File: config.mk
export PLATFORM = sky130hd
export DESIGN_NAME = macmv_exec
export DESIGN_NICKNAME = d
export VERILOG_FILES = /design/src/hdl/macmv_pkg.sv /design/src/hdl/macmv_acc.sv /design/src/hdl/macmv_exec.sv
export SDC_FILE = /design/constraint.sdc
export NUM_CORES = 1
export LEC_CHECK = 0
export BUFFER_PORTS_ARGS = -buffer_cell sky130_fd_sc_hd__buf_2
export CAP_MARGIN = 10
export CORE_MARGIN = 5
export CORE_UTILIZATION = 45
export CTS_BUF_LIST = sky130_fd_sc_hd__clkbuf_4 sky130_fd_sc_hd__clkbuf_8
export CTS_CLUSTER_SIZE = 12
export DETAILED_ROUTE_END_ITERATION = 12
export PLACE_DENSITY = 0.63
export SYNTH_ARGS = -nofsm -noshare
export SYNTH_HDL_FRONTEND = slang
export SYNTH_SLANG_ARGS = --single-unit
File: constraint.sdc
create_clock -name CLK -period 5.9 [get_ports CLK]
set_clock_uncertainty 0.2 [all_clocks]
set_input_delay 0.59 -clock CLK [delete_from_list [all_inputs] [get_ports CLK]]
set_output_delay 0.59 -clock CLK [all_outputs]
set_load 0.01 [all_outputs]
File: src/hdl/macmv_pkg.sv
package macmv_pkg;

  // ==========================================================
  // Operation codes presented by the decode stage
  typedef enum logic [3:0] {
    MACMV_OP_NONE = 4'h0,
    MACMV_OP_MACS = 4'h1,
    MACMV_OP_MACSU = 4'h2,
    MACMV_OP_MACU = 4'h3,
    MACMV_OP_CRCOPY = 4'h4,
    MACMV_OP_EXC2CR = 4'h5,
    MACMV_OP_RDCR = 4'h6,
    MACMV_OP_RDDEV = 4'h7,
    MACMV_OP_RDMSR = 4'h8,
    MACMV_OP_RDSPR = 4'h9,
    MACMV_OP_RDTB = 4'ha
  } macmv_op_e;

  // Accumulate kinds for the arithmetic unit
  typedef enum logic [1:0] {
    MACMV_K_SSAT = 2'h0,
    MACMV_K_USAT = 2'h1,
    MACMV_K_UMOD = 2'h3
  } macmv_kind_e;

  // ==========================================================
  // Field layout, bit 0 is the most significant (big-endian numbering)
  localparam int MACMV_INSN_SPRBIT = 20; // Instruction bit 11, LSB-0 index
  localparam int MACMV_INSN_RCBIT = 0;   // Instruction bit 31, LSB-0 index
  localparam int MACMV_XER_SO = 31;
  localparam int MACMV_XER_OV = 30;
  localparam int MACMV_XER_CA = 29;
  localparam int MACMV_CR0_HI = 31;

  // Time-base register numbers and their encoded fields
  localparam logic [9:0] MACMV_TB_LOW_NUM = 10'h10c;
  localparam logic [9:0] MACMV_TB_HIGH_NUM = 10'h10d;
  localparam logic [9:0] MACMV_TB_LOW_ENC = 10'h188;
  localparam logic [9:0] MACMV_TB_HIGH_ENC = 10'h1a8;

  // Reset values
  localparam logic [31:0] MACMV_CR_RST = 32'h0;
  localparam logic [31:0] MACMV_XER_RST = 32'h0;
  localparam logic [31:0] MACMV_WORD_RST = 32'h0;

  // Saturation limits
  localparam logic [31:0] MACMV_SMAX = 32'h7fffffff;
  localparam logic [31:0] MACMV_SMIN = 32'h80000000;

  // ==========================================================
  // Decoded instruction from the decode stage
  typedef struct packed {
    logic valid;
    macmv_op_e op;
    logic [4:0] rt;
    logic [9:0] fld;      // Split register field, or field selectors
    logic [2:0] dst_fld;
    logic [2:0] src_fld;
    logic oe;
    logic [31:0] insn;    // Raw word, LSB-0
  } macmv_req_s;

  // Result of the accumulate unit
  typedef struct packed {
    logic [31:0] value;
    logic ovf;
  } macmv_acc_s;

  // Swap the two 5-bit halves of a split register field
  function automatic logic [9:0] macmv_swap(input logic [9:0] enc);
    return {enc[4:0], enc[9:5]};
  endfunction

  // Four-bit condition from a signed result and the summary flag
  function automatic logic [3:0] macmv_cond(input logic [31:0] v, input logic so);
    return {v[31], (~v[31]) & (v != 32'h0), (v == 32'h0), so};
  endfunction

endpackage

File: src/hdl/macmv_acc.sv
`timescale 1ns/1ps
module macmv_acc import macmv_pkg::*; (
  input wire logic [31:0] a,
  input wire logic [31:0] b,
  input wire logic [31:0] t,
  input wire macmv_kind_e kind,
  output macmv_acc_s res
);

  logic [31:0] prod;
  logic [32:0] temp;

  // ==========================================================
  // Low-halfword product and 33-bit sum
  always_comb begin
    if (kind == MACMV_K_SSAT) begin
      prod = 32'($signed(a[15:0]) * $signed(b[15:0]));
    end else begin
      prod = 32'(a[15:0] * b[15:0]);
    end
    temp = {1'b0, prod} + {1'b0, t};
    res.value = temp[31:0];
    res.ovf = 1'b0;
    unique case (kind)
      MACMV_K_SSAT: begin
        // Sign of operands agree, sign of sum differs
        res.ovf = (prod[31] == t[31]) && (t[31] != temp[31]);
        if (res.ovf) begin
          res.value = t[31] ? MACMV_SMIN : MACMV_SMAX;
        end
      end
      MACMV_K_USAT: begin
        res.ovf = temp[32];
        res.value = temp[31:0] | {32{temp[32]}};
      end
      MACMV_K_UMOD: begin
        res.ovf = temp[32]; // Carry discarded from value
      end
    endcase
  end

endmodule

File: src/hdl/macmv_exec.sv
`timescale 1ns/1ps
// How it works
// - Multiply low halfwords, signed or unsigned, add target, keep 33-bit sum.
// - Signed saturate: detect overflow from signs, clamp to signed min or max.
// - Unsigned saturate: carry ORed into all bits gives all-ones on overflow.
// - Unsigned modulo: write low 32 sum bits, drop carry.
// - Condition field zero only with record flag; exception bits only with overflow-enable.
// - Copy one 4-bit condition field into another, others untouched.
// - Exception bits 0..3 go to chosen condition field, then are cleared.
// - Transfer is positional: summary, overflow, carry, reserved bit to the four flags.
// - Register moves with instruction bit 31 set may leave field zero undefined.
// - Read condition register copies all 32 bits to target.
// - Device read swaps field halves for number, loads that register.
// - Device and machine-state reads refused in user mode.
// - Machine-state read copies state register, alters nothing else.
// - Special read swaps halves; invalid numbers flag an illegal form.
// - Special read is privileged exactly when instruction bit 11 is set.
// - Time-base read swaps halves and copies the chosen time-base word.
// - Only numbers 268 and 269 select low and high time-base words.
// - Other time-base numbers return an undefined, here zero, result.
module macmv_exec import macmv_pkg::*; (
  input wire logic CLK,
  input wire logic RST,
  input wire macmv_req_s REQ,
  input wire logic [31:0] SRC_A,
  input wire logic [31:0] SRC_B,
  input wire logic [31:0] SRC_T,
  input wire logic USER_MODE,
  input wire logic [31:0] MSR_VAL,
  input wire logic [31:0] DEV_RDATA,
  input wire logic DEV_VALID,
  input wire logic [31:0] SPR_RDATA,
  input wire logic SPR_VALID,
  input wire logic [63:0] TICK_BASE,
  output logic [9:0] DEV_NUM,
  output logic [9:0] SPR_NUM,
  output logic WB_VALID,
  output logic [4:0] WB_GPR,
  output logic [31:0] WB_DATA,
  output logic PRIV_FAULT,
  output logic ILLEGAL_FORM,
  output logic [31:0] COND_REG,
  output logic [31:0] EXC_REG
);

  // ==========================================================
  // Accumulate unit
  macmv_kind_e kind;
  macmv_acc_s acc;

  always_comb begin
    unique case (REQ.op)
      MACMV_OP_MACSU: kind = MACMV_K_USAT;
      MACMV_OP_MACU: kind = MACMV_K_UMOD;
      default: kind = MACMV_K_SSAT;
    endcase
  end

  macmv_acc u_acc (
    .a(SRC_A),
    .b(SRC_B),
    .t(SRC_T),
    .kind(kind),
    .res(acc)
  );

  // ==========================================================
  // Register number decode for split fields
  logic [9:0] num_now;
  assign num_now = macmv_swap(REQ.fld);

  // ==========================================================
  // Decode helpers

  // Four-bit condition field n, field zero in the top nibble
  function automatic logic [3:0] crf_get(input logic [31:0] cr, input logic [2:0] n);
    return cr[{~n, 2'b11} -: 4];
  endfunction

  // Condition register with field n replaced, other fields kept
  function automatic logic [31:0] crf_put(input logic [31:0] cr, input logic [2:0] n, input logic [3:0] v);
    logic [31:0] res;
    res = cr;
    res[{~n, 2'b11} -: 4] = v;
    return res;
  endfunction

  // One of the three accumulate forms
  function automatic logic mac_op(input macmv_op_e op);
    return (op == MACMV_OP_MACS) || (op == MACMV_OP_MACSU) || (op == MACMV_OP_MACU);
  endfunction

  // ==========================================================
  // Request classification shared by all groups
  logic is_mac;
  logic deny_now;
  logic bad_now;

  // Refusal and invalid-number decode of the current request
  always_comb begin
    is_mac = REQ.valid && mac_op(REQ.op);
    deny_now = 1'b0;
    bad_now = 1'b0;
    if (REQ.valid) begin
      unique case (REQ.op)
        MACMV_OP_RDDEV: begin
          deny_now = USER_MODE;
          bad_now = !USER_MODE && !DEV_VALID;
        end
        MACMV_OP_RDMSR: begin
          deny_now = USER_MODE;
        end
        MACMV_OP_RDSPR: begin
          // Bit 11 alone decides whether the number is guarded
          deny_now = USER_MODE && REQ.insn[MACMV_INSN_SPRBIT];
          bad_now = !deny_now && !SPR_VALID;
        end
        default: begin
          deny_now = 1'b0;
        end
      endcase
    end
  end

  // ==========================================================
  // Condition and exception registers
  logic [31:0] cr_reg, cr_next;
  logic [31:0] xer_reg, xer_next;
  logic so_now;

  // Next values of the condition and exception registers
  always_comb begin
    cr_next = cr_reg;
    xer_next = xer_reg;
    so_now = xer_reg[MACMV_XER_SO];
    if (is_mac) begin
      if (REQ.oe) begin
        // Summary overflow is sticky, overflow follows this result
        so_now = xer_reg[MACMV_XER_SO] | acc.ovf;
        xer_next[MACMV_XER_OV] = acc.ovf;
        xer_next[MACMV_XER_SO] = so_now;
      end
      if (REQ.insn[MACMV_INSN_RCBIT]) begin
        cr_next = crf_put(cr_reg, 3'h0, macmv_cond(acc.value, so_now));
      end
    end else if (REQ.valid) begin
      unique case (REQ.op)
        MACMV_OP_CRCOPY: begin
          cr_next = crf_put(cr_reg, REQ.dst_fld, crf_get(cr_reg, REQ.src_fld));
        end
        MACMV_OP_EXC2CR: begin
          // Positional: summary, overflow, carry, reserved to less, greater, equal, summary
          cr_next = crf_put(cr_reg, REQ.dst_fld, xer_reg[MACMV_XER_SO -: 4]);
          xer_next[MACMV_XER_SO -: 4] = 4'h0;
        end
        default: begin
          // Moves with bit 31 set simply leave field zero as it was
          cr_next = cr_reg;
        end
      endcase
    end
  end

  // Condition and exception state
  always_ff @(posedge CLK or posedge RST) begin
    if (RST) begin
      cr_reg <= MACMV_CR_RST;
      xer_reg <= MACMV_XER_RST;
    end else begin
      cr_reg <= cr_next;
      xer_reg <= xer_next;
    end
  end

  // ==========================================================
  // Write-back to the general register file
  logic wb_valid_reg, wb_valid_next;
  logic [4:0] wb_gpr_reg, wb_gpr_next;
  logic [31:0] wb_data_reg, wb_data_next;

  // Result selection per instruction; data holds when nothing is written
  always_comb begin
    wb_valid_next = 1'b0;
    wb_gpr_next = wb_gpr_reg;
    wb_data_next = wb_data_reg;
    if (REQ.valid) begin
      wb_gpr_next = REQ.rt;
      if (is_mac) begin
        wb_valid_next = 1'b1;
        wb_data_next = acc.value;
      end else begin
        unique case (REQ.op)
          MACMV_OP_RDCR: begin
            wb_valid_next = 1'b1;
            wb_data_next = cr_reg;
          end
          MACMV_OP_RDDEV: begin
            if (!deny_now && !bad_now) begin
              wb_valid_next = 1'b1;
              wb_data_next = DEV_RDATA;
            end
          end
          MACMV_OP_RDMSR: begin
            if (!deny_now) begin
              wb_valid_next = 1'b1;
              wb_data_next = MSR_VAL;
            end
          end
          MACMV_OP_RDSPR: begin
            if (!deny_now && !bad_now) begin
              wb_valid_next = 1'b1;
              wb_data_next = SPR_RDATA;
            end
          end
          MACMV_OP_RDTB: begin
            wb_valid_next = 1'b1;
            if (num_now == MACMV_TB_LOW_NUM) begin
              wb_data_next = TICK_BASE[31:0];
            end else if (num_now == MACMV_TB_HIGH_NUM) begin
              wb_data_next = TICK_BASE[63:32];
            end else begin
              // Any other number reads as zero
              wb_data_next = MACMV_WORD_RST;
            end
          end
          default: begin
            wb_valid_next = 1'b0;
          end
        endcase
      end
    end
  end

  // Write-back state
  always_ff @(posedge CLK or posedge RST) begin
    if (RST) begin
      wb_valid_reg <= 1'b0;
      wb_gpr_reg <= 5'h0;
      wb_data_reg <= MACMV_WORD_RST;
    end else begin
      wb_valid_reg <= wb_valid_next;
      wb_gpr_reg <= wb_gpr_next;
      wb_data_reg <= wb_data_next;
    end
  end

  // ==========================================================
  // Refusal pulses
  logic priv_reg, priv_next;
  logic ill_reg, ill_next;

  // One-cycle pulses for refused or malformed reads
  always_comb begin
    priv_next = deny_now;
    ill_next = bad_now;
  end

  // Refusal state
  always_ff @(posedge CLK or posedge RST) begin
    if (RST) begin
      priv_reg <= 1'b0;
      ill_reg <= 1'b0;
    end else begin
      priv_reg <= priv_next;
      ill_reg <= ill_next;
    end
  end

  // ==========================================================
  // Last decoded device and special register numbers
  logic [9:0] dev_num_reg, dev_num_next;
  logic [9:0] spr_num_reg, spr_num_next;

  // Numbers captured on every device or special read
  always_comb begin
    dev_num_next = dev_num_reg;
    spr_num_next = spr_num_reg;
    if (REQ.valid && REQ.op == MACMV_OP_RDDEV) begin
      dev_num_next = num_now;
    end
    if (REQ.valid && REQ.op == MACMV_OP_RDSPR) begin
      spr_num_next = num_now;
    end
  end

  // Number state
  always_ff @(posedge CLK or posedge RST) begin
    if (RST) begin
      dev_num_reg <= 10'h0;
      spr_num_reg <= 10'h0;
    end else begin
      dev_num_reg <= dev_num_next;
      spr_num_reg <= spr_num_next;
    end
  end

  // ==========================================================
  // Outputs straight from flops
  assign COND_REG = cr_reg;
  assign EXC_REG = xer_reg;
  assign WB_VALID = wb_valid_reg;
  assign WB_GPR = wb_gpr_reg;
  assign WB_DATA = wb_data_reg;
  assign PRIV_FAULT = priv_reg;
  assign ILLEGAL_FORM = ill_reg;
  assign DEV_NUM = dev_num_reg;
  assign SPR_NUM = spr_num_reg;

endmodule

==> metrics.md, run 1 <==
| Metric | Value |
|---|---|
| CP Capture Type | flip-flop |
| Sequential share of the synthesized area | 0.104 |
| Antenna-violating nets left | 0 |
| Number of flops mapped to enable cells by yosys | 0 |
| Status | finished, violations left |
| Avg Cell Area, Syn | 8.75 um2 |
| Post-Route WL | 77300 um |
| Routability cong. | 0.983 |
| Pre-CTS setup slack | -3.61 ns |
| Clock buffer count from CTS | 9 |
| Netlist Area Pre-Place | 0.0226 mm2 |
| Grt total ovfl | 0 |
| CP Depth | 38 |
| Die footprint | 0.0548 mm2 |
| Clock sinks | 94 |
| Fillcell total | 4479 |
| Slowest CP cell | fa_1 |
| Most common cell in the netlist | inv_1 |
| Htree depth | 3 |
| Unique cell type count in the Yosys netlist | 80 |
| Family with the most delay on the worst path | adder cells |
| # diodes | 0 |
| R2R Path Start | COND_REG[22] |
| Max Cap Violations | 0 |
| Layout area overhead | 32.2% |
| Final std cells w/o fill | 4042 |
| Initial antenna violation count | 2 |
| Worst Setup Start Kind | primary input |
| DRT Pass-1 Iters | 9 |
| Max Slew Vio Count | 0 |
| Cell repeated most along the worst path | fa_1 |
| Met2 Track Usage GR | 0.434 |
| Final period util | 1.51 |
| RSZ-0062 raised after global routing | true |
| CTS root buf | clkbuf_8 |
| Final setup viols | 38 |
| Cells after DPL | 3982 |
| Worst Tran Pin Value | 1.19 ns |
| Via count | 21300 |
| Final hold violation count | 0 |
| CP startpoint | SRC_A[5] |
| Setup ws final | -3.00 ns |
| CP arrival | 9.04 ns |
| Reg2reg setup slack | 3.63 ns |
| Worst skew pair latency | 0.40 ns |
| IO Pins | 444 |
| GR Layer Usage met1 | 0.411 |
| R2R depth | 6 |
| Max Freq | 0.112 GHz |
| Post-layout min period | 8.90 ns |
| Routed vias/inst | 5.28 |
| Rel. slew slack | 0.207 |
| Biggest area consumer among synthesized cells | fa_1 |
| Longest Clk Path Bufs | 2 |
| Crit path to | COND_REG[29] |
| Max incr delay on CP | 0.61 ns |
| Met3 usage | 0.0580 |
| TritonCTS clock tree | built |
| Core area | 0.0499 mm2 |
| Final net count | 4236 |
| Ys async rst share | 1.00 |
| Total GRT Usage | 0.280 |
| Reg clk slew, reported paths | 0.10 ns |
| DRC errors left | 0 |
| Most area-consuming cells after synthesis | fa_1 32%, dfrtp_1 10%, ha_1 10% |
| Initial DRC count | 1729 |
| Fraction of layout cells with a size suffix above 1 | 0.322 |
| Die outline width | 234 um |
| Worst Path Buf+Inv | 9 |
| Req. time, crit path | 6.03 ns |
| Core Rows | 82 |
| Reg2Reg Capture Point | COND_REG[2] |
| WS Path Type | in2reg |
| HP Class | in2reg |
| Flops & latches, synth | 94 |
| Share of the synthesized area in the top cell type | 0.323 |
| Warnings, synthesis | 0 |
| Final hold slack | 0.215 ns |
| Global-route wire length before repair | 120000 um |
| Failing checks | setup timing |
| Avg WL per Cell | 19.1 um |
| Number of global-route vias before repair | 22600 |
| Critical Path Fanout Max | 5 |
| List of most frequent post-synthesis cells | 498 x inv_1, 365 x fa_1, 257 x nand2_1 |
| Initial core utilization | 0.453 |
| IO buf count | 351 |
| Top Usage Layer GRT | met2 |
| Height of the chip | 234 um |
| Post-DP HPWL | 67000 um |
| Largest net degree at the start of global routing | 77 |
| Cells after synthesis | 2582 |
| Ys flop type | dfrtp_1 |
through the flow:
step,utilization,area (um2),setup TNS (ns)
floorplan,-,22900,-94.25
global placement,0.569,28400,-121.18
detailed placement,0.569,28400,-126.13
CTS,0.593,29600,-94.45
global route,0.599,29900,-112.70
finish,0.599,29900,-104.42
placed cells by master, fill, tap and decap left out, drive strengths merged, types with 8 or more instances in the layout:
| cell type | netlist | layout |
|---|---|---|
| a211o | 11 | 11 |
| a211oi | 19 | 19 |
| a21o | 30 | 30 |
| a21oi | 145 | 145 |
| a221o | 10 | 10 |
| a222oi | 32 | 32 |
| a22o | 12 | 12 |
| a31o | 8 | 8 |
| a31oi | 13 | 13 |
| and2 | 126 | 126 |
| and3 | 12 | 12 |
| buf | 37 | 867 |
| clkbuf | 89 | 10 |
| conb | 1 | 30 |
| dfrtp | 94 | 94 |
| fa | 365 | 365 |
| ha | 186 | 186 |
| inv | 498 | 502 |
| mux2 | 25 | 25 |
| mux2i | 44 | 44 |
| mux4 | 8 | 8 |
| nand2 | 257 | 257 |
| nand2b | 27 | 27 |
| nand3 | 29 | 29 |
| nand4 | 8 | 8 |
| nor2 | 105 | 105 |
| nor2b | 17 | 17 |
| nor3 | 25 | 25 |
| o211ai | 22 | 22 |
| o21a | 17 | 17 |
| o21ai | 122 | 122 |
| o21bai | 8 | 8 |
| o221ai | 19 | 19 |
| or3 | 12 | 12 |
| xnor2 | 54 | 54 |
| xor2 | 32 | 32 |
metal layers:
metal	vias to the layer above	wire length, um
li1	9939	-
met1	10600	34700
met2	719	34900
met3	104	6190
met4	2	1450
met5	-	13
kinds of logic after synthesis:
group | share of synthesized area
AO/OA/AOI/OAI | 0.151
XOR/XNOR | 0.0333
adder cells (fa/ha/maj) | 0.427
buffers and inverters | 0.109
flip-flops | 0.104
multiplexers | 0.0399
other | 0.000166
AND/OR/NAND/NOR | 0.135
worst min path at each step:
| stage | end | slack [ns] | depth (start not counted) | startpoint |
|---|---|---|---|---|
| final | WB_GPR[4] | 0.21 | 2 | REQ[53] |
| after global routing | WB_GPR[4] | 0.19 | 2 | REQ[53] |
| after CTS | WB_GPR[4] | 0.19 | 2 | REQ[53] |
| after detailed placement | WB_DATA[1] | 0.28 | 2 | WB_DATA[1] |
| after global placement | WB_DATA[6] | 0.27 | 2 | WB_DATA[6] |
| after floorplan | WB_DATA[12] | 0.32 | 2 | WB_DATA[12] |
timing repair:
item,CTS,global route
gates resized for setup,186,34
pin swaps,97,36
endpoints found under the hold margin,18,0
setup endpoints to repair,38,38
hold buffers,1,0
cloned,1,0
setup buffers,34,18
flip-flops by register name (all words and copies together), names as in the netlist:
signal,cells
COND_REG,32
DEV_NUM,10
EXC_REG,2
ILLEGAL_FORM,1
PRIV_FAULT,1
SPR_NUM,10
WB_DATA,32
WB_GPR,5
WB_VALID,1
layout make-up:
type	instances	area, um2	share of cell area
clock buffers	9	124	0.00415
clock inverters	7	63.8	0.00214
inverters	498	1870	0.0627
multi-input cells	1893	18700	0.626
flip-flops and latches	94	2350	0.0788
well taps	672	841	0.0282
repair buffers	869	5900	0.198
Power of run 1 is left out: the tool's default activity adds up to more than one toggle a clock period on the data nets, which glitch-free logic cannot reach.
==> run 2, diff against run 1 <==
Settings changed: CORE_MARGIN 5 to 2.
==> run 2 against run 1 <==
Compared with the run above:
- the flow still finishes with violations (setup timing)
- non-clock buffer count is 4 higher
- critical path type unchanged
- first-iteration DRC count is 18% lower
- clock-buffer cell count is 1 higher
- register-to-register slack worse by 0.07 ns
- final cell count hardly changed
- critical endpoint unchanged
- global-route usage is 1.6 points higher
- flip-flop and latch count stayed put
- sequential share of layout area hardly changed
- via count is 0.34% higher
- critical path depth is 1 lower
- cell area is 0.55% higher
- setup slack better by 0.062 ns
==> metrics.md, run 2 (synthesis gave the netlist of run 1 again) <==
| Metric | Value |
|---|---|
| R2R Path Start | COND_REG[2] |
| Core area | 0.0499 mm2 |
| Number of global-route vias before repair | 22500 |
| Global-route wire length before repair | 121000 um |
| R2R depth | 6 |
| Failing checks | setup timing |
| Setup TNS | -102.26 ns |
| Post-layout util | 0.602 |
| Fraction of layout cells with a size suffix above 1 | 0.327 |
| Reg2Reg Capture Point | COND_REG[10] |
| Antenna-violating nets left | 0 |
| Core Rows | 82 |
| Hold_sp | REQ[53] |
| Max Freq | 0.113 GHz |
| Slowest CP cell | fa_1 |
| Cells after DPL | 3991 |
| Initial core utilization | 0.453 |
| RSZ-0062 raised after global routing | true |
| # diodes | 0 |
| Final setup viols | 38 |
| Die footprint | 0.0520 mm2 |
| Reg clk slew, reported paths | 0.11 ns |
| DRC errors left | 0 |
| Reg2reg setup slack | 3.56 ns |
| Grt total ovfl | 0 |
| Req. time, crit path | 6.05 ns |
| WS Path Type | in2reg |
| Critical Path Fanout Max | 6 |
| TritonCTS clock tree | built |
| Largest net degree at the start of global routing | 75 |
| Worst Path Buf+Inv | 8 |
| Avg WL per Cell | 19.0 um |
| Htree depth | 3 |
| Clock sinks | 94 |
| CP Capture Type | flip-flop |
| Family with the most delay on the worst path | adder cells |
| Layout area overhead | 32.9% |
| Setup ws final | -2.94 ns |
| DRT Pass-1 Iters | 10 |
| Final net count | 4240 |
| Final hold slack | 0.210 ns |
| Most frequent cells in the layout | 495 x buf_4, 492 x inv_1, 361 x fa_1 |
| CP arrival | 8.99 ns |
| Worst Setup Start Kind | primary input |
| Max Cap Violations | 0 |
| Cell repeated most along the worst path | fa_1 |
| Post-Route WL | 77100 um |
| Routability cong. | 0.982 |
| Final hold violation count | 0 |
| Hold depth | 2 |
| Status | finished, violations left |
| Longest Clk Path Bufs | 2 |
| Max incr delay on CP | 0.52 ns |
| Post-layout min period | 8.84 ns |
| Final std cells w/o fill | 4046 |
| Worst Tran Pin Value | 1.28 ns |
| Via count | 21400 |
| Initial antenna violation count | 5 |
| Rel. slew slack | 0.147 |
| Die outline width | 228 um |
| Most common library cell in the layout ignoring fill and taps | buf_4 |
| Hold worst-path end | WB_GPR[4] |
| Worst skew pair latency | 0.40 ns |
| Initial DRC count | 1410 |
| Final period util | 1.50 |
| CTS root buf | clkbuf_8 |
| IO Pins | 444 |
| Post-DP HPWL | 66600 um |
| HP Class | in2reg |
| IO buf count | 351 |
| Height of the chip | 228 um |
| Routed vias/inst | 5.29 |
| Total GRT Usage | 0.296 |
| Clock buffer count from CTS | 9 |
| Max Slew Vio Count | 0 |
-- run 2: changes by cell type in the layout (fill, tap and decap cells not counted), moves of 3 or more --
cell      before  now
a211oi_2       9    5
a21oi_1      115  109
a21oi_2       23   27
buf_2        337  334
buf_4        489  495
buf_6         31   28
clkbuf_4       1    4
ha_1         177  172
ha_4           5    8
o221ai_1       5    9
o221ai_2      13    9
-- run 2: worst max path at each step --
stage          startpoint           end  slack (ns)  cells after the start
2_1_floorplan    SRC_B[4]  COND_REG[30]       -2.77                     37
3_3_place_gp     SRC_B[1]  COND_REG[30]       -3.59                     33
3_5_place_dp     SRC_B[1]  COND_REG[30]       -3.76                     33
4_1_cts          SRC_A[8]  COND_REG[29]       -2.75                     37
5_1_grt          SRC_A[7]  COND_REG[29]       -3.20                     37
6_report         SRC_A[6]  COND_REG[29]       -2.94                     37
-- run 2: final cells by class --
cell class | count | area (um2)
fillers | 4551 | 19800
multi-input cells | 1893 | 18800
repair buffers | 873 | 5960
flip-flops and latches | 94 | 2350
inverters | 498 | 1870
well taps | 672 | 841
clock buffers | 10 | 131
clock inverters | 6 | 52.6
-- run 2: routing by layer --
metal,up-vias,track usage,wire [um],part of all wire
li1,9934,-,-,-
met1,10800,0.440,35700,0.46
met2,653,0.465,35300,0.46
met3,69,0.0475,5160,0.067
met4,2,0.0400,884,0.011
met5,-,0,13,0.00017
-- run 2: repair_timing --
action,4_1_cts,5_1_grt
hold buffers,1,0
endpoints found under the hold margin,20,0
pin swaps,64,51
endpoints found under the setup margin,38,38
cloned,1,0
resized for setup,167,80
buffers inserted,35,13
-- run 2: stage by stage --
step | setup slack [ns] | area (um2)
6_report | -2.94 | 30000
5_1_grt | -3.20 | 30000
4_1_cts | -2.75 | 29600
3_5_place_dp | -3.76 | 28500
3_3_place_gp | -3.59 | 28500
2_1_floorplan | -2.77 | 22900
-- run 2: worst register-to-register path, delay by kind of cell, from the launching register on --
family / cells / cell delay, ns
mux: 2 / 0.73
compound gates: 2 / 0.54
simple gates: 2 / 0.21
flops: 1 / 0.55
Power of run 2 is left out for the same reason.
